File: src/inc/ilo_pkg.sv
package ilo_pkg;

   //----------------------------------------------------------------------
   // widths
   //----------------------------------------------------------------------
   localparam int ILO_DADDR_W = 12;
   localparam int ILO_BANK_W = 4;
   localparam int ILO_AXI_AW = 8;

   //----------------------------------------------------------------------
   // register byte offsets
   //----------------------------------------------------------------------
   localparam logic [7:0] ILO_OFS_CTRL = 8'h00;
   localparam logic [7:0] ILO_OFS_PTR = 8'h04;
   localparam logic [7:0] ILO_OFS_WACC = 8'h08;
   localparam logic [7:0] ILO_OFS_BANK = 8'h0c;
   localparam logic [7:0] ILO_OFS_FLAGS = 8'h10;
   localparam logic [7:0] ILO_OFS_INSTR = 8'h14;
   localparam logic [7:0] ILO_OFS_XSTAT = 8'h18;

   //----------------------------------------------------------------------
   // field positions
   //----------------------------------------------------------------------
   localparam int ILO_CTRL_EXT_BIT = 0;
   localparam int ILO_FLG_C = 0;
   localparam int ILO_FLG_DC = 1;
   localparam int ILO_FLG_Z = 2;
   localparam int ILO_FLG_OV = 3;
   localparam int ILO_FLG_N = 4;
   localparam int ILO_XST_BUSY = 0;
   localparam int ILO_XST_ILLEGAL = 1;
   localparam int ILO_XST_INDEXED = 2;
   localparam int ILO_XST_ADDR_LSB = 16;
   localparam int ILO_INS_A_BIT = 8;
   localparam int ILO_INS_D_BIT = 9;
   localparam int ILO_INS_B_LSB = 9;

   //----------------------------------------------------------------------
   // reset values
   //----------------------------------------------------------------------
   localparam logic ILO_EXT_RST = 1'b0;
   localparam logic [ILO_DADDR_W-1:0] ILO_PTR_RST = 12'h000;
   localparam logic [7:0] ILO_WACC_RST = 8'h00;
   localparam logic [ILO_BANK_W-1:0] ILO_BANK_RST = 4'h0;
   localparam logic [4:0] ILO_FLAGS_RST = 5'h00;

   //----------------------------------------------------------------------
   // opcodes, operand limits, bus answers
   //----------------------------------------------------------------------
   localparam logic [5:0] ILO_OPC_ADD = 6'h09;
   localparam logic [3:0] ILO_OPC_BSET = 4'h8;
   localparam logic [6:0] ILO_OPC_SETALL = 7'h34;
   localparam logic [7:0] ILO_IDX_MAX = 8'h5f;
   localparam logic [7:0] ILO_SET_ALL = 8'hff;
   localparam logic [1:0] ILO_RESP_OKAY = 2'h0;
   localparam logic [1:0] ILO_RESP_SLVERR = 2'h2;

   typedef enum logic [2:0] {
      ILO_IDLE = 3'h0,
      ILO_DECODE = 3'h1,
      ILO_READ = 3'h3,
      ILO_PROC = 3'h2,
      ILO_WRITE = 3'h6
   } ilo_state_e;

   typedef enum logic [1:0] {
      ILO_OP_NONE = 2'h0,
      ILO_OP_ADD = 2'h1,
      ILO_OP_BSET = 2'h2,
      ILO_OP_SETALL = 2'h3
   } ilo_op_e;

endpackage

File: src/hdl/ilo_addr_gen.sv
`timescale 1ns/100ps
module ilo_addr_gen
   import ilo_pkg::*;
#(
   parameter int DADDR_W = ILO_DADDR_W,
   parameter int BANK_W = ILO_BANK_W
) (
   input wire logic ext_en,
   input wire logic bank_acc,
   input wire logic [7:0] operand,
   input wire logic [DADDR_W-1:0] base_ptr,
   input wire logic [BANK_W-1:0] bank_sel,
   output logic [DADDR_W-1:0] eff_addr,
   output logic indexed
);

   //----------------------------------------------------------------------
   // effective data address
   //----------------------------------------------------------------------
   // indexed only with extension on, access bit clear and a low operand
   assign indexed = ext_en && !bank_acc && (operand <= ILO_IDX_MAX);

   // pointer itself is never written here, only read
   always_comb begin
      if (indexed) begin
         eff_addr = base_ptr + DADDR_W'(operand);
      end else if (bank_acc) begin
         eff_addr = DADDR_W'({bank_sel, operand});
      end else if (operand <= ILO_IDX_MAX) begin
         eff_addr = DADDR_W'(operand);
      end else begin
         // upper part of the quick-access bank sits at the top of data space
         eff_addr = {{(DADDR_W-8){1'b1}}, operand};
      end
   end

endmodule

File: src/hdl/ilo_alu.sv
`timescale 1ns/100ps
module ilo_alu
   import ilo_pkg::*;
(
   input wire ilo_op_e op,
   input wire logic [7:0] acc,
   input wire logic [7:0] mem,
   input wire logic [2:0] bit_sel,
   input wire logic [4:0] flags_in,
   output logic [7:0] result,
   output logic [4:0] flags_out
);

   //----------------------------------------------------------------------
   // datapath
   //----------------------------------------------------------------------
   logic [8:0] sum;
   logic [4:0] low_sum;

   assign sum = {1'b0, acc} + {1'b0, mem};
   assign low_sum = {1'b0, acc[3:0]} + {1'b0, mem[3:0]};

   // only the add touches flags; bit-set and set-all pass them through
   always_comb begin
      result = mem;
      flags_out = flags_in;
      unique case (op)
         ILO_OP_ADD: begin
            result = sum[7:0];
            flags_out[ILO_FLG_C] = sum[8];
            flags_out[ILO_FLG_DC] = low_sum[4];
            flags_out[ILO_FLG_Z] = (sum[7:0] == 8'h00);
            flags_out[ILO_FLG_N] = sum[7];
            flags_out[ILO_FLG_OV] = (acc[7] == mem[7]) && (sum[7] != acc[7]);
         end
         ILO_OP_BSET: begin
            result = mem | (8'h01 << bit_sel);
         end
         ILO_OP_SETALL: begin
            result = ILO_SET_ALL;
         end
         ILO_OP_NONE: begin
            result = mem;
         end
      endcase
   end

endmodule

File: src/hdl/ilo_exec.sv
`timescale 1ns/100ps
module ilo_exec
   import ilo_pkg::*;
#(
   parameter int DADDR_W = ILO_DADDR_W,
   parameter int BANK_W = ILO_BANK_W
) (
   input wire logic CORE_CLK,
   input wire logic RSTN,
   input wire logic [ILO_AXI_AW-1:0] S_AXI_AWADDR,
   input wire logic S_AXI_AWVALID,
   output logic S_AXI_AWREADY,
   input wire logic [31:0] S_AXI_WDATA,
   input wire logic [3:0] S_AXI_WSTRB,
   input wire logic S_AXI_WVALID,
   output logic S_AXI_WREADY,
   output logic [1:0] S_AXI_BRESP,
   output logic S_AXI_BVALID,
   input wire logic S_AXI_BREADY,
   input wire logic [ILO_AXI_AW-1:0] S_AXI_ARADDR,
   input wire logic S_AXI_ARVALID,
   output logic S_AXI_ARREADY,
   output logic [31:0] S_AXI_RDATA,
   output logic [1:0] S_AXI_RRESP,
   output logic S_AXI_RVALID,
   input wire logic S_AXI_RREADY,
   output logic [DADDR_W-1:0] DMEM_ADDR,
   output logic DMEM_RE,
   output logic DMEM_WE,
   output logic [7:0] DMEM_WDATA,
   input wire logic [7:0] DMEM_RDATA
);

   //----------------------------------------------------------------------
   // state
   //----------------------------------------------------------------------
   typedef struct packed {
      logic aw_held;
      logic [ILO_AXI_AW-1:0] aw_addr;
      logic w_held;
      logic [31:0] w_data;
      logic [3:0] w_strb;
      logic bvalid;
      logic [1:0] bresp;
      logic rvalid;
      logic [31:0] rdata;
      logic [1:0] rresp;
      logic ext_en;
      logic [DADDR_W-1:0] ptr;
      logic [7:0] wacc;
      logic [BANK_W-1:0] bank_select_register;
      logic [4:0] flags;
      logic [15:0] instr;
      ilo_state_e st;
      ilo_op_e op;
      logic illegal;
      logic indexed;
      logic [DADDR_W-1:0] addr;
      logic re;
      logic we;
      logic [7:0] wdata;
   } ilo_exec_s;

   localparam ilo_exec_s EXEC_RST = '{
      ext_en: ILO_EXT_RST,
      ptr: ILO_PTR_RST,
      wacc: ILO_WACC_RST,
      bank_select_register: ILO_BANK_RST,
      flags: ILO_FLAGS_RST,
      st: ILO_IDLE,
      op: ILO_OP_NONE,
      default: '0
   };

   ilo_exec_s s_reg;
   ilo_exec_s s_next;

   logic [DADDR_W-1:0] ag_addr;
   logic ag_indexed;
   logic [7:0] alu_result;
   logic [4:0] alu_flags;
   logic [31:0] wr_merged;
   logic [31:0] wr_old;
   logic [7:0] wr_word;
   logic [7:0] rd_word;
   logic busy;

   //----------------------------------------------------------------------
   // helpers
   //----------------------------------------------------------------------
   // byte lanes not strobed keep their old contents
   function automatic logic [31:0] merge_lanes(input logic [31:0] old_val,
                                               input logic [31:0] new_val,
                                               input logic [3:0] strb);
      logic [31:0] res;
      res = old_val;
      for (int i = 0; i < 4; i++) begin
         if (strb[i]) begin
            res[8*i +: 8] = new_val[8*i +: 8];
         end
      end
      return res;
   endfunction

   // one program word selects one of the three operations or none
   function automatic ilo_op_e decode_op(input logic [15:0] ins);
      ilo_op_e op;
      op = ILO_OP_NONE;
      if (ins[15:10] == ILO_OPC_ADD) begin
         op = ILO_OP_ADD;
      end else if (ins[15:12] == ILO_OPC_BSET) begin
         op = ILO_OP_BSET;
      end else if (ins[15:9] == ILO_OPC_SETALL) begin
         op = ILO_OP_SETALL;
      end
      return op;
   endfunction

   // readable view of every register at a word-aligned offset
   function automatic logic [31:0] reg_view(input ilo_exec_s s, input logic [7:0] ofs);
      logic [31:0] v;
      v = '0;
      unique case (ofs)
         ILO_OFS_CTRL: v[ILO_CTRL_EXT_BIT] = s.ext_en;
         ILO_OFS_PTR: v[DADDR_W-1:0] = s.ptr;
         ILO_OFS_WACC: v[7:0] = s.wacc;
         ILO_OFS_BANK: v[BANK_W-1:0] = s.bank_select_register;
         ILO_OFS_FLAGS: v[4:0] = s.flags;
         ILO_OFS_INSTR: v[15:0] = s.instr;
         ILO_OFS_XSTAT: begin
            v[ILO_XST_BUSY] = (s.st != ILO_IDLE);
            v[ILO_XST_ILLEGAL] = s.illegal;
            v[ILO_XST_INDEXED] = s.indexed;
            v[ILO_XST_ADDR_LSB +: 16] = 16'(s.addr);
         end
         default: v = '0;
      endcase
      return v;
   endfunction

   // offsets that answer OKAY; anything else gets SLVERR
   function automatic logic is_mapped(input logic [7:0] ofs);
      return (ofs == ILO_OFS_CTRL) || (ofs == ILO_OFS_PTR) || (ofs == ILO_OFS_WACC)
         || (ofs == ILO_OFS_BANK) || (ofs == ILO_OFS_FLAGS) || (ofs == ILO_OFS_INSTR)
         || (ofs == ILO_OFS_XSTAT);
   endfunction

   //----------------------------------------------------------------------
   // address generation and arithmetic
   //----------------------------------------------------------------------
   ilo_addr_gen #(
      .DADDR_W(DADDR_W),
      .BANK_W(BANK_W)
   ) u_addr_gen (
      .ext_en(s_reg.ext_en),
      .bank_acc(s_reg.instr[ILO_INS_A_BIT]),
      .operand(s_reg.instr[7:0]),
      .base_ptr(s_reg.ptr),
      .bank_sel(s_reg.bank_select_register),
      .eff_addr(ag_addr),
      .indexed(ag_indexed)
   );

   ilo_alu u_alu (
      .op(s_reg.op),
      .acc(s_reg.wacc),
      .mem(DMEM_RDATA),
      .bit_sel(s_reg.instr[ILO_INS_B_LSB +: 3]),
      .flags_in(s_reg.flags),
      .result(alu_result),
      .flags_out(alu_flags)
   );

   //----------------------------------------------------------------------
   // next state
   //----------------------------------------------------------------------
   assign busy = (s_reg.st != ILO_IDLE);
   assign wr_word = {s_reg.aw_addr[7:2], 2'b00};
   assign rd_word = {S_AXI_ARADDR[7:2], 2'b00};
   assign wr_old = reg_view(s_reg, wr_word);
   assign wr_merged = merge_lanes(wr_old, s_reg.w_data, s_reg.w_strb);

   always_comb begin
      s_next = s_reg;

      // execution: decode, read operand, process, write destination
      unique case (s_reg.st)
         ILO_IDLE: begin
            s_next.re = 1'b0;
            s_next.we = 1'b0;
         end
         ILO_DECODE: begin
            s_next.op = decode_op(s_reg.instr);
            s_next.illegal = (decode_op(s_reg.instr) == ILO_OP_NONE);
            s_next.addr = ag_addr;
            s_next.indexed = ag_indexed;
            // set-all has nothing to fetch, so the read strobe stays low
            s_next.re = (decode_op(s_reg.instr) == ILO_OP_ADD)
               || (decode_op(s_reg.instr) == ILO_OP_BSET);
            if (decode_op(s_reg.instr) == ILO_OP_NONE) begin
               s_next.st = ILO_IDLE;
            end else begin
               s_next.st = ILO_READ;
            end
         end
         ILO_READ: begin
            s_next.re = 1'b0;
            s_next.st = ILO_PROC;
         end
         ILO_PROC: begin
            s_next.wdata = alu_result;
            s_next.flags = alu_flags;
            if (s_reg.op == ILO_OP_ADD && !s_reg.instr[ILO_INS_D_BIT]) begin
               s_next.wacc = alu_result;
               s_next.we = 1'b0;
            end else begin
               s_next.we = 1'b1;
            end
            s_next.st = ILO_WRITE;
         end
         ILO_WRITE: begin
            s_next.we = 1'b0;
            s_next.st = ILO_IDLE;
         end
      endcase

      // write address and data are taken independently, in either order
      if (S_AXI_AWVALID && !s_reg.aw_held && !s_reg.bvalid) begin
         s_next.aw_held = 1'b1;
         s_next.aw_addr = S_AXI_AWADDR;
      end
      if (S_AXI_WVALID && !s_reg.w_held && !s_reg.bvalid) begin
         s_next.w_held = 1'b1;
         s_next.w_data = S_AXI_WDATA;
         s_next.w_strb = S_AXI_WSTRB;
      end
      if (s_reg.bvalid && S_AXI_BREADY) begin
         s_next.bvalid = 1'b0;
      end

      // register update once both halves are in; while an operation runs
      // software writes are dropped so the core never sees a torn state
      if (s_reg.aw_held && s_reg.w_held) begin
         s_next.aw_held = 1'b0;
         s_next.w_held = 1'b0;
         s_next.bvalid = 1'b1;
         s_next.bresp = is_mapped(wr_word) ? ILO_RESP_OKAY : ILO_RESP_SLVERR;
         if (!busy) begin
            unique case (wr_word)
               ILO_OFS_CTRL: s_next.ext_en = wr_merged[ILO_CTRL_EXT_BIT];
               ILO_OFS_PTR: s_next.ptr = wr_merged[DADDR_W-1:0];
               ILO_OFS_WACC: s_next.wacc = wr_merged[7:0];
               ILO_OFS_BANK: s_next.bank_select_register = wr_merged[BANK_W-1:0];
               ILO_OFS_FLAGS: s_next.flags = wr_merged[4:0];
               ILO_OFS_INSTR: begin
                  s_next.instr = wr_merged[15:0];
                  if (|s_reg.w_strb[1:0]) begin
                     s_next.st = ILO_DECODE;
                  end
               end
               default: s_next.bresp = s_next.bresp;
            endcase
         end
      end

      // reads answer one edge after the address is taken
      if (s_reg.rvalid && S_AXI_RREADY) begin
         s_next.rvalid = 1'b0;
      end
      if (S_AXI_ARVALID && !s_reg.rvalid) begin
         s_next.rvalid = 1'b1;
         s_next.rdata = reg_view(s_reg, rd_word);
         s_next.rresp = is_mapped(rd_word) ? ILO_RESP_OKAY : ILO_RESP_SLVERR;
      end
   end

   //----------------------------------------------------------------------
   // state register
   //----------------------------------------------------------------------
   always_ff @(posedge CORE_CLK or negedge RSTN) begin
      if (!RSTN) begin
         s_reg <= EXEC_RST;
      end else begin
         s_reg <= s_next;
      end
   end

   //----------------------------------------------------------------------
   // outputs
   //----------------------------------------------------------------------
   // ready terms are combinational; everything else comes from flops
   assign S_AXI_AWREADY = !s_reg.aw_held && !s_reg.bvalid;
   assign S_AXI_WREADY = !s_reg.w_held && !s_reg.bvalid;
   assign S_AXI_BVALID = s_reg.bvalid;
   assign S_AXI_BRESP = s_reg.bresp;
   assign S_AXI_ARREADY = !s_reg.rvalid;
   assign S_AXI_RVALID = s_reg.rvalid;
   assign S_AXI_RDATA = s_reg.rdata;
   assign S_AXI_RRESP = s_reg.rresp;

   // memory port: one-cycle read latency expected from the data memory
   assign DMEM_ADDR = s_reg.addr;
   assign DMEM_RE = s_reg.re;
   assign DMEM_WE = s_reg.we;
   assign DMEM_WDATA = s_reg.wdata;

endmodule

File: config.mk
export PLATFORM = sky130hd
export DESIGN_NAME = ilo_exec
export DESIGN_NICKNAME = d
export VERILOG_FILES = /design/src/inc/ilo_pkg.sv /design/src/hdl/ilo_addr_gen.sv /design/src/hdl/ilo_alu.sv /design/src/hdl/ilo_exec.sv
export SDC_FILE = /design/constraint.sdc
export NUM_CORES = 1
export LEC_CHECK = 0
export BUFFER_PORTS_ARGS = -buffer_cell sky130_fd_sc_hd__buf_2
export CELL_PAD_IN_SITES_DETAIL_PLACEMENT = 0
export CELL_PAD_IN_SITES_GLOBAL_PLACEMENT = 2
export CORE_MARGIN = 4
export CORE_UTILIZATION = 37
export CTS_CLUSTER_DIAMETER = 30
export DETAILED_ROUTE_END_ITERATION = 10
export PLACE_DENSITY_LB_ADDON = 0.08
export SLEW_MARGIN = 40
export SYNTH_ARGS = -nofsm -noshare
export SYNTH_HDL_FRONTEND = slang
export SYNTH_SLANG_ARGS = --single-unit
File: constraint.sdc
create_clock -name CORE_CLK -period 4.9 [get_ports CORE_CLK]
set_input_delay 0.98 -clock CORE_CLK [delete_from_list [all_inputs] [get_ports CORE_CLK]]
set_output_delay 0.98 -clock CORE_CLK [all_outputs]
set_load 0.01 [all_outputs]
==> flow_summary.toml, run 1 <==
[status]
outcome = "finished clean"

[placed_design]
dp_cells = 1055
hpwl_mm = 15.3
gp_congestion = 0.847
place_worst_setup_slack_ns = 1.57
placed_cell_area_mm2 = 0.00762
port_buffers = 101

[power]
power.leakage_nw = 3.89
p_per_area_mw_per_mm2 = 530
ir_worst_vdd_uv = 281
total_power_mw = 4.36

[global_routing]
grt_pass1_vias = 5524
antenna_found_initial = 0
grt.total_usage_pct = 18.9
grt_max_degree = 104
grt_pass1_wl_mm = 32.0
grt-ovfl-total = 0

[critical_path]
crit_family = "simple AND/OR/NAND/NOR gates"
cp-start-kind = "register"
critPathArrivalTime_ns = 3.27
rrSetupSlack_ns = 1.96
path_max_fanout = 20
slowest_delay_ns = 0.67
path_buf_inv = 0
crit_type = "register to register"
worstPathCellList = "or3b_1, or2_1, or4_1, or3_1, o41a_1, mux2i_1"
slowest_stage = "or3b_1"
worstSetupEndpointType = "register"
crit_required_ns = 5.24

[yosys]
ys_types = 48
synth_ff_type = "dfrtp_1"
yosysWarnings = 0
synthArstFlopShare_pct = 100
synthCells = 775
synth_area_mm2 = 0.00729
synth_seq_area_share_pct = 45.6
ys_ff_latch = 133
synth.avg_cell_area_um2 = 9.41
synth_edf_count = 0

[sta]
timing.final.crit_share_pct = 59.9
max_freq_ghz = 0.341
rsz0062_at_grt = "no"
worstMarginPinSlew_ns = 0.786
hold_violations = 0
finClkSkew_ns = 0.0100
relSlewSlack_pct = 47.1
tns_ns = 0
setup_violations = 0
layout_setup_ws_ns = 1.96
hold_ws_ns = 0.420
finalMaxSlewViolations = 0
fin_crit_ns = 2.94

[clocking]
root_buffer = "clkbuf_16"
clock_latency_ns = 0.43
cts_resized = 0
path_clk_slew_ns = 0.07
cts_tree = "built"
post-cts-setup-buffer-count = 0
clock-sinks = 133
cts_hold_buf = 0
cts_buffer_depth = 2
htree_levels = 4
numCtsBuffers = 17

[cells_and_area]
n_antenna_cell = 0
layout_commonest_cell = "dfrtp_1"
layout_common_cells = "dfrtp_1 (133), nand2_1 (119), buf_2 (100)"
fin_area_mm2 = 0.00823
nets = 896
nFillCells = 1973
drive_gt1_share_pct = 23.9
largest_register_ffs = 79
final_core_util_pct = 42.4
fin_cells = 1088
areaGrowthSynthToFinish_pct = 12.9

[floorplanning]
dieArea_mm2 = 0.0220
die_w_um = 148
initial_core_util_pct = 37.6
core_area_mm2 = 0.0194
die_h_um = 148
num_rows = 51
io_pins = 130

[routing]
final_antenna_net_count = 0
vias_per_cell = 5.26
wirelength_mm = 20.4
num_vias = 5718
first_pass_iters = 5
wire_per_inst_um = 18.8
drtIter0Drc = 439
drc_errors = 0

[min_path]
hold_path_class = "input pin to asynchronous set/reset pin"

[run]
drv_cap = 0
## logic make-up after synthesis
| logic type | count (synthesis) | share of synthesized area, % |
|---|---|---|
| mux | 63 | 9.57 |
| fa+ha+maj | 19 | 3.47 |
| xor+xnor | 14 | 1.68 |
| compound gates | 177 | 15.1 |
| other cells | 1 | 0.0514 |
| flops | 133 | 45.6 |
| simple gates | 256 | 15.8 |
| buf+inv | 112 | 8.73 |
## metal layers
layer	GRT usage, %	share of wire, %	vias to the layer above
li1	-	-	2756
met1	28.5	50	2772
met2	27.0	43	167
met3	3.96	5.9	23
met4	5.77	1.6	0
met5	0	0	-
## final cells by class
type                       instances  area [µm²]  area share (%)
multi-input combinational        535        3350            40.7
sequential                       133        3330            40.4
timing repair buffer             107         581            7.05
clock buffer                      20         457            5.55
tap                              265         332            4.03
clock inverter                    12         120            1.46
inverter                          16        60.1           0.730
## final timing paths
kind                                  from               to  depth (start not counted)
max                              s_reg[28]        s_reg[47]                          6
min                                   RSTN  S_AXI_RDATA[19]                          1
max reg2reg                      s_reg[28]        s_reg[47]                          6
min reg2reg                S_AXI_RDATA[24]  S_AXI_RDATA[24]                          2
max in group asynchronous             RSTN   S_AXI_BRESP[1]                          2
min in group CORE_CLK      S_AXI_RDATA[24]  S_AXI_RDATA[24]                          2
## cell usage after synthesis, drive strengths merged (7+ instances only)
library cell / number / share of area, %
mux2: 54 / 8.3
xor2: 7 / 0.84
nand2: 119 / 6.1
a211oi: 7 / 0.72
nor2b: 12 / 1.0
o32ai: 7 / 0.84
xnor2: 7 / 0.84
clkbuf: 36 / 1.9
dfrtp: 133 / 46
o21ai: 81 / 5.6
buf: 60 / 6.1
inv: 16 / 0.82
a21oi: 25 / 1.7
a31oi: 10 / 0.86
nor3b: 8 / 0.82
mux2i: 9 / 1.2
a22oi: 8 / 0.82
nand3: 26 / 1.8
nor3: 13 / 0.89
nor2: 48 / 2.5
ha: 17 / 2.9
a221oi: 10 / 1.2
## report_power, final
group	total [mW]	switching (mW)	internal, mW
registers	1.82	0.434	1.38
clock network	1.25	0.520	0.733
logic	1.29	0.709	0.578
total	4.36	1.66	2.69
(Power assumes the default switching activity.)
==> inputs of run 2 (changes only) <==
- ABC_AREA: unset -> 1
- CORE_UTILIZATION: 37 -> 30
- clock period: 4.9 -> 2.67 ns (I/O delays scaled with it)
==> run 2 against run 1 <==
Critical path depth is 3 higher; global-route usage fell by 0.35 points; register-to-register slack worse by 1.4 ns; via count is 16% higher; total power grew 82%; clock-buffer cell count fell by 2; cell count grew 29%; final area is 7.5% higher; routed wire length grew 29%; synthesized cell count increased by 28%; worst setup slack got worse by 1.4 ns; critical endpoint is now s_reg[26].
==> flow_summary.toml, run 2 <==
[clocking]
clock-sinks = 133
cts_resized = 0
path_clk_slew_ns = 0.07
cts_buffer_depth = 2
cts_hold_buf = 0
numCtsBuffers = 17
clock_latency_ns = 0.42
cts_tree = "built"
htree_levels = 4
root_buffer = "clkbuf_16"
post-cts-setup-buffer-count = 0

[floorplanning]
core_area_mm2 = 0.0253
die_h_um = 169
initial_core_util_pct = 30.6
io_pins = 130
num_rows = 58
dieArea_mm2 = 0.0285
die_w_um = 169

[power]
p_per_area_mw_per_mm2 = 899
power.leakage_nw = 4.39
total_power_mw = 7.95
ir_worst_vdd_uv = 411

[placed_design]
gp_congestion = 0.816
hpwl_mm = 20.7
port_buffers = 101

[yosys]
synthCells = 992
yosysWarnings = 0
ys_top_cells_by_area = "dfrtp_1 (43%), nand2_1 (12%), buf_4 (5.7%)"
ys_ff_latch = 133
synth_ff_type = "dfrtp_1"
synth_area_mm2 = 0.00775
ys_top_cells_by_count = "nand2_1 (255), dfrtp_1 (133), inv_1 (96), nor2_1 (75), o21ai_0 (62)"
synth_top_area_cell = "dfrtp_1"
synth.avg_cell_area_um2 = 7.81
synth_seq_area_share_pct = 43.0
synthArstFlopShare_pct = 100
netlist.area_leader.share_pct = 43.0
ys_types = 49
synth_edf_count = 0
synth_most_common_cell = "nand2_1"

[critical_path]
worstSetupEndpointType = "register"
cp-start-kind = "register"
critPathArrivalTime_ns = 2.49
reg2reg_from = "s_reg[38]"
path_max_fanout = 5
rrSetupSlack_ns = 0.52
reg2regPathDepth = 9
crit_type = "register to register"
crit_required_ns = 3.02
worstReg2RegEnd = "s_reg[26]"

[cells_and_area]
layout_common_cells = "nand2_1 (255), dfrtp_1 (133), buf_2 (100)"
n_antenna_cell = 0
nFillCells = 2737
final_core_util_pct = 34.9
largest_register_ffs = 79
areaGrowthSynthToFinish_pct = 14.1
layout_commonest_cell = "nand2_1"
multi_input_area_mm2 = 0.00349
drive_gt1_share_pct = 19.2
nets = 1142
seqCellArea_mm2 = 0.00333

[global_routing]
grt.total_usage_pct = 18.5
grt_max_degree = 51
grt-ovfl-total = 0
grt_pass1_vias = 6494
antenna_found_initial = 0
grt_pass1_wl_mm = 40.3

[routing]
num_vias = 6610
final_antenna_net_count = 0
first_pass_iters = 5
wire_per_inst_um = 18.8
drtIter0Drc = 436
vias_per_cell = 4.72
wirelength_mm = 26.3
drc_errors = 0

[sta]
relSlewSlack_pct = 65.2
hold_violations = 0
worstMarginPinSlew_ns = 0.521
finalMaxSlewViolations = 0
max_freq_ghz = 0.466
rsz0062_at_grt = "no"
timing.final.crit_share_pct = 80.4
setup_violations = 0
tns_ns = 0
finClkSkew_ns = 0.0102
fin_crit_ns = 2.15

[min_path]
hold_path_class = "input pin to asynchronous set/reset pin"

[run]
drv_cap = 0

[status]
outcome = "finished clean"
[run 2: critical path, cell delays in order (launching register included)]
cell and delay, ns:
dfrtp_1 0.40, inv_1 0.32, nand2_1 0.24, nor3_1 0.27, a41o_1 0.18, inv_1 0.06, ha_1 0.27, nor2_1 0.17
a21oi_1 0.07, o211ai_2 0.08
[run 2: power by group]
| group | switching (mW) | internal (mW) |
|---|---|---|
| logic | 1.65 | 0.905 |
| clock network | 1.02 | 1.24 |
| registers | 0.614 | 2.52 |
[run 2: layer usage]
metal | vias to the layer above | track usage (%) | share of wire, %
li1 | 3342 | - | -
met1 | 3082 | 29.0 | 53
met2 | 169 | 26.9 | 42
met3 | 17 | 3.06 | 4.4
met4 | 0 | 3.32 | 0.90
met5 | - | 0 | 0
[run 2: worst max-delay path by stage]
stage                             start             to  slack (ns)
after CTS                     s_reg[38]      s_reg[26]        0.52
after global placement    DMEM_RDATA[0]      s_reg[56]        0.43
after floorplan           DMEM_RDATA[0]      s_reg[58]        0.79
final                         s_reg[38]      s_reg[26]        0.52
after detailed placement  DMEM_RDATA[0]      s_reg[56]        0.40
after global routing          s_reg[62]  DMEM_ADDR[10]        0.40
[run 2: cells by family (layout without fill, tap and decap cells)]
group / Yosys count / in the layout / share of synthesized area [%]
AOI/OAI and AO/OA: 204 / 204 / 14.7
xor gates and xnor gates: 4 / 4 / 0.452
adders and majority gates: 19 / 19 / 3.26
buffers and inverters: 186 / 258 / 12.2
DFF: 133 / 133 / 43.0
muxes: 18 / 18 / 2.60
other: 1 / 6 / 0.0484
and+or+nand+nor: 427 / 427 / 23.8
[run 2: final cells by class]
| class | count | area share (%) |
|---|---|---|
| repair buffers | 115 | 7.12 |
| well taps | 330 | 4.67 |
| clock inverters | 14 | 1.33 |
| inverters | 111 | 4.80 |
| multi-input cells | 678 | 39.5 |
| clock buffers | 18 | 4.97 |
| flip-flops and latches | 133 | 37.6 |
[run 2: through the flow]
stage	cell area, µm²	hold WS (ns)	cells	setup WS [ns]
5_1_grt	8840	0.0734	1399	0.405
2_1_floorplan	7770	0.238	997	0.795
4_1_cts	8840	0.0582	1399	0.522
3_5_place_dp	8290	0.461	1367	0.403
6_report	8840	0.0355	1399	0.522
3_3_place_gp	8290	0.461	1367	0.428
==> inputs of run 3 (changes only) <==
- CORE_UTILIZATION: 30 -> 33
- clock period: 2.67 -> 2.12 ns (I/O delays scaled with it)
==> run 3 against run 2 <==
Register-to-register slack lost 0.43 ns; cell count grew 0.64%; routed wire length shrank 3.2%; critical path depth shrank 2; flip-flop and latch count is the same; largest cell class unchanged; fmax grew 5.7%; clock power grew 42%; worst setup slack lost 0.43 ns; die area shrank 8.7%.
==> flow_summary.toml, run 3 (same netlist as run 2, synthesis figures left out) <==
[critical_path]
worstSetupEndpointType = "register"
worstReg2RegEnd = "s_reg[56]"
reg2regPathDepth = 7
rrSetupSlack_ns = 0.09
reg2reg_from = "s_reg[54]"
critPathArrivalTime_ns = 2.33
cp-startpoint = "s_reg[54]"
crit_type = "register to register"
cp-start-kind = "register"
crit_required_ns = 2.42
path_max_fanout = 3

[sta]
finalMaxSlewViolations = 0
max_freq_ghz = 0.492
hold_violations = 0
worstMarginPinSlew_ns = 0.523
timing.final.crit_share_pct = 95.9
rsz0062_at_grt = "no"
finClkSkew_ns = 0.0110
fin_crit_ns = 2.03
setup_violations = 0
relSlewSlack_pct = 64.1
layout_setup_ws_ns = 0.0877

[global_routing]
antenna_found_initial = 0
grt_pass1_vias = 6454
grt_pass1_wl_mm = 39.3
grt.total_usage_pct = 19.7
grt_max_degree = 48
grt-ovfl-total = 0

[floorplanning]
die_h_um = 161
die_w_um = 161
num_rows = 55
dieArea_mm2 = 0.0260
initial_core_util_pct = 33.9
io_pins = 130
core_area_mm2 = 0.0228

[clocking]
root_buffer = "clkbuf_16"
clock-sinks = 133
path_clk_slew_ns = 0.06
cts_tree = "built"
clock_latency_ns = 0.42
numCtsBuffers = 17
cts_buffer_depth = 2
htree_levels = 4

[min_path]
worstHoldPathCells = 2
hold_path_class = "input pin to register"
whs_endpoint = "S_AXI_BVALID"
min_from = "S_AXI_BREADY"

[routing]
wire_per_inst_um = 18.1
vias_per_cell = 4.76
drc_errors = 0
drtIter0Drc = 520
num_vias = 6704
final_antenna_net_count = 0
first_pass_iters = 6
wirelength_mm = 25.4

[cells_and_area]
multi_input_area_mm2 = 0.00351
areaGrowthSynthToFinish_pct = 17.7
nets = 1168
nFillCells = 2486
drive_gt1_share_pct = 21.1
seqCellArea_mm2 = 0.00333
largest_register_ffs = 79
n_antenna_cell = 0
layout_commonest_cell = "nand2_1"
layout_common_cells = "nand2_1 (254), dfrtp_1 (133), buf_2 (100)"

[run]
drv_cap = 0

[status]
outcome = "finished clean"

[power]
p_per_area_mw_per_mm2 = 1150
ir_worst_vdd_uv = 623
total_power_mw = 10.5
power.leakage_nw = 4.57

[placed_design]
gp_congestion = 0.836
port_buffers = 101
place_worst_setup_slack_ns = -0.00722
hpwl_mm = 20.2
==> run 3: cell count changes in the layout (fill, tap and decap cells not counted), sizes merged <==
| cell | delta |
|---|---|
| clkinvlp | -5 |
| inv | -3 |
| bufinv | +4 |
| buf | +25 |
| clkbuf | +1 |
| clkinv | +3 |
| dlygate4sd3 | +1 |
==> run 3: worst max path at each step <==
stage | end | slack [ns] | cells past startpoint
after floorplan | DMEM_ADDR[10] | 0.34 | 11
after global placement | s_reg[56] | -0.007 | 8
after detailed placement | s_reg[56] | -0.007 | 8
after CTS | DMEM_ADDR[6] | 0.06 | 9
after global routing | s_reg[56] | 0.009 | 7
final | s_reg[56] | 0.09 | 7
==> run 3: area by class of cell <==
type	instances	area share, %
Multi-Input combinational cell	678	38.5
Sequential cell	133	36.5
Timing Repair Buffer	141	9.20
Clock buffer	19	4.75
Inverter	111	4.65
Tap cell	313	4.29
Clock inverter	13	2.14
==> run 3: timing repair <==
| action | 4_1_cts | 5_1_grt |
|---|---|---|
| gates resized for setup | 0 | 5 |
| setup endpoints to repair | 0 | 3 |
| buffers inserted | 0 | 1 |
| hold buffers | 1 | 0 |
| hold endpoints to repair | 18 | 0 |
==> run 3: critical path, cell delays in order (launching register included) <==
cell and delay [ns]:
dfrtp_1 0.41, ha_1 0.22, fa_1 0.43, xor2_1 0.19, o21ai_0 0.37, o21ai_0 0.14
nor2_1 0.10, a21oi_1 0.05
==> run 3: per-stage QoR <==
stage	util, %	std cells	hold WS, ns	TNS (ns)	instance area (µm²)
2_1_floorplan	-	997	0.128	0	7770
3_3_place_gp	37.0	1374	0.293	-0.00679	8460
3_5_place_dp	37.0	1374	0.292	-0.00722	8460
4_1_cts	39.8	1407	0.162	0	9100
5_1_grt	39.9	1408	0.192	0	9120
6_report	39.9	1408	0.177	0	9120
==> run 3: power by group <==
group	internal [mW]	switching, mW	total, mW
Combinational	1.30	2.15	3.46
Sequential	3.18	0.684	3.86
Clock	1.99	1.21	3.20
Total	6.47	4.05	10.5
==> run 3: metal layers <==
layer / routed length (µm) / share of wire (%) / vias to the layer above / track usage, %
li1: - / - / 3403 / -
met1: 13500 / 53 / 3089 / 30.9
met2: 10100 / 40 / 187 / 27.5
met3: 1260 / 4.9 / 25 / 3.42
met4: 527 / 2.1 / 0 / 5.93
met5: 0 / 0 / - / 0
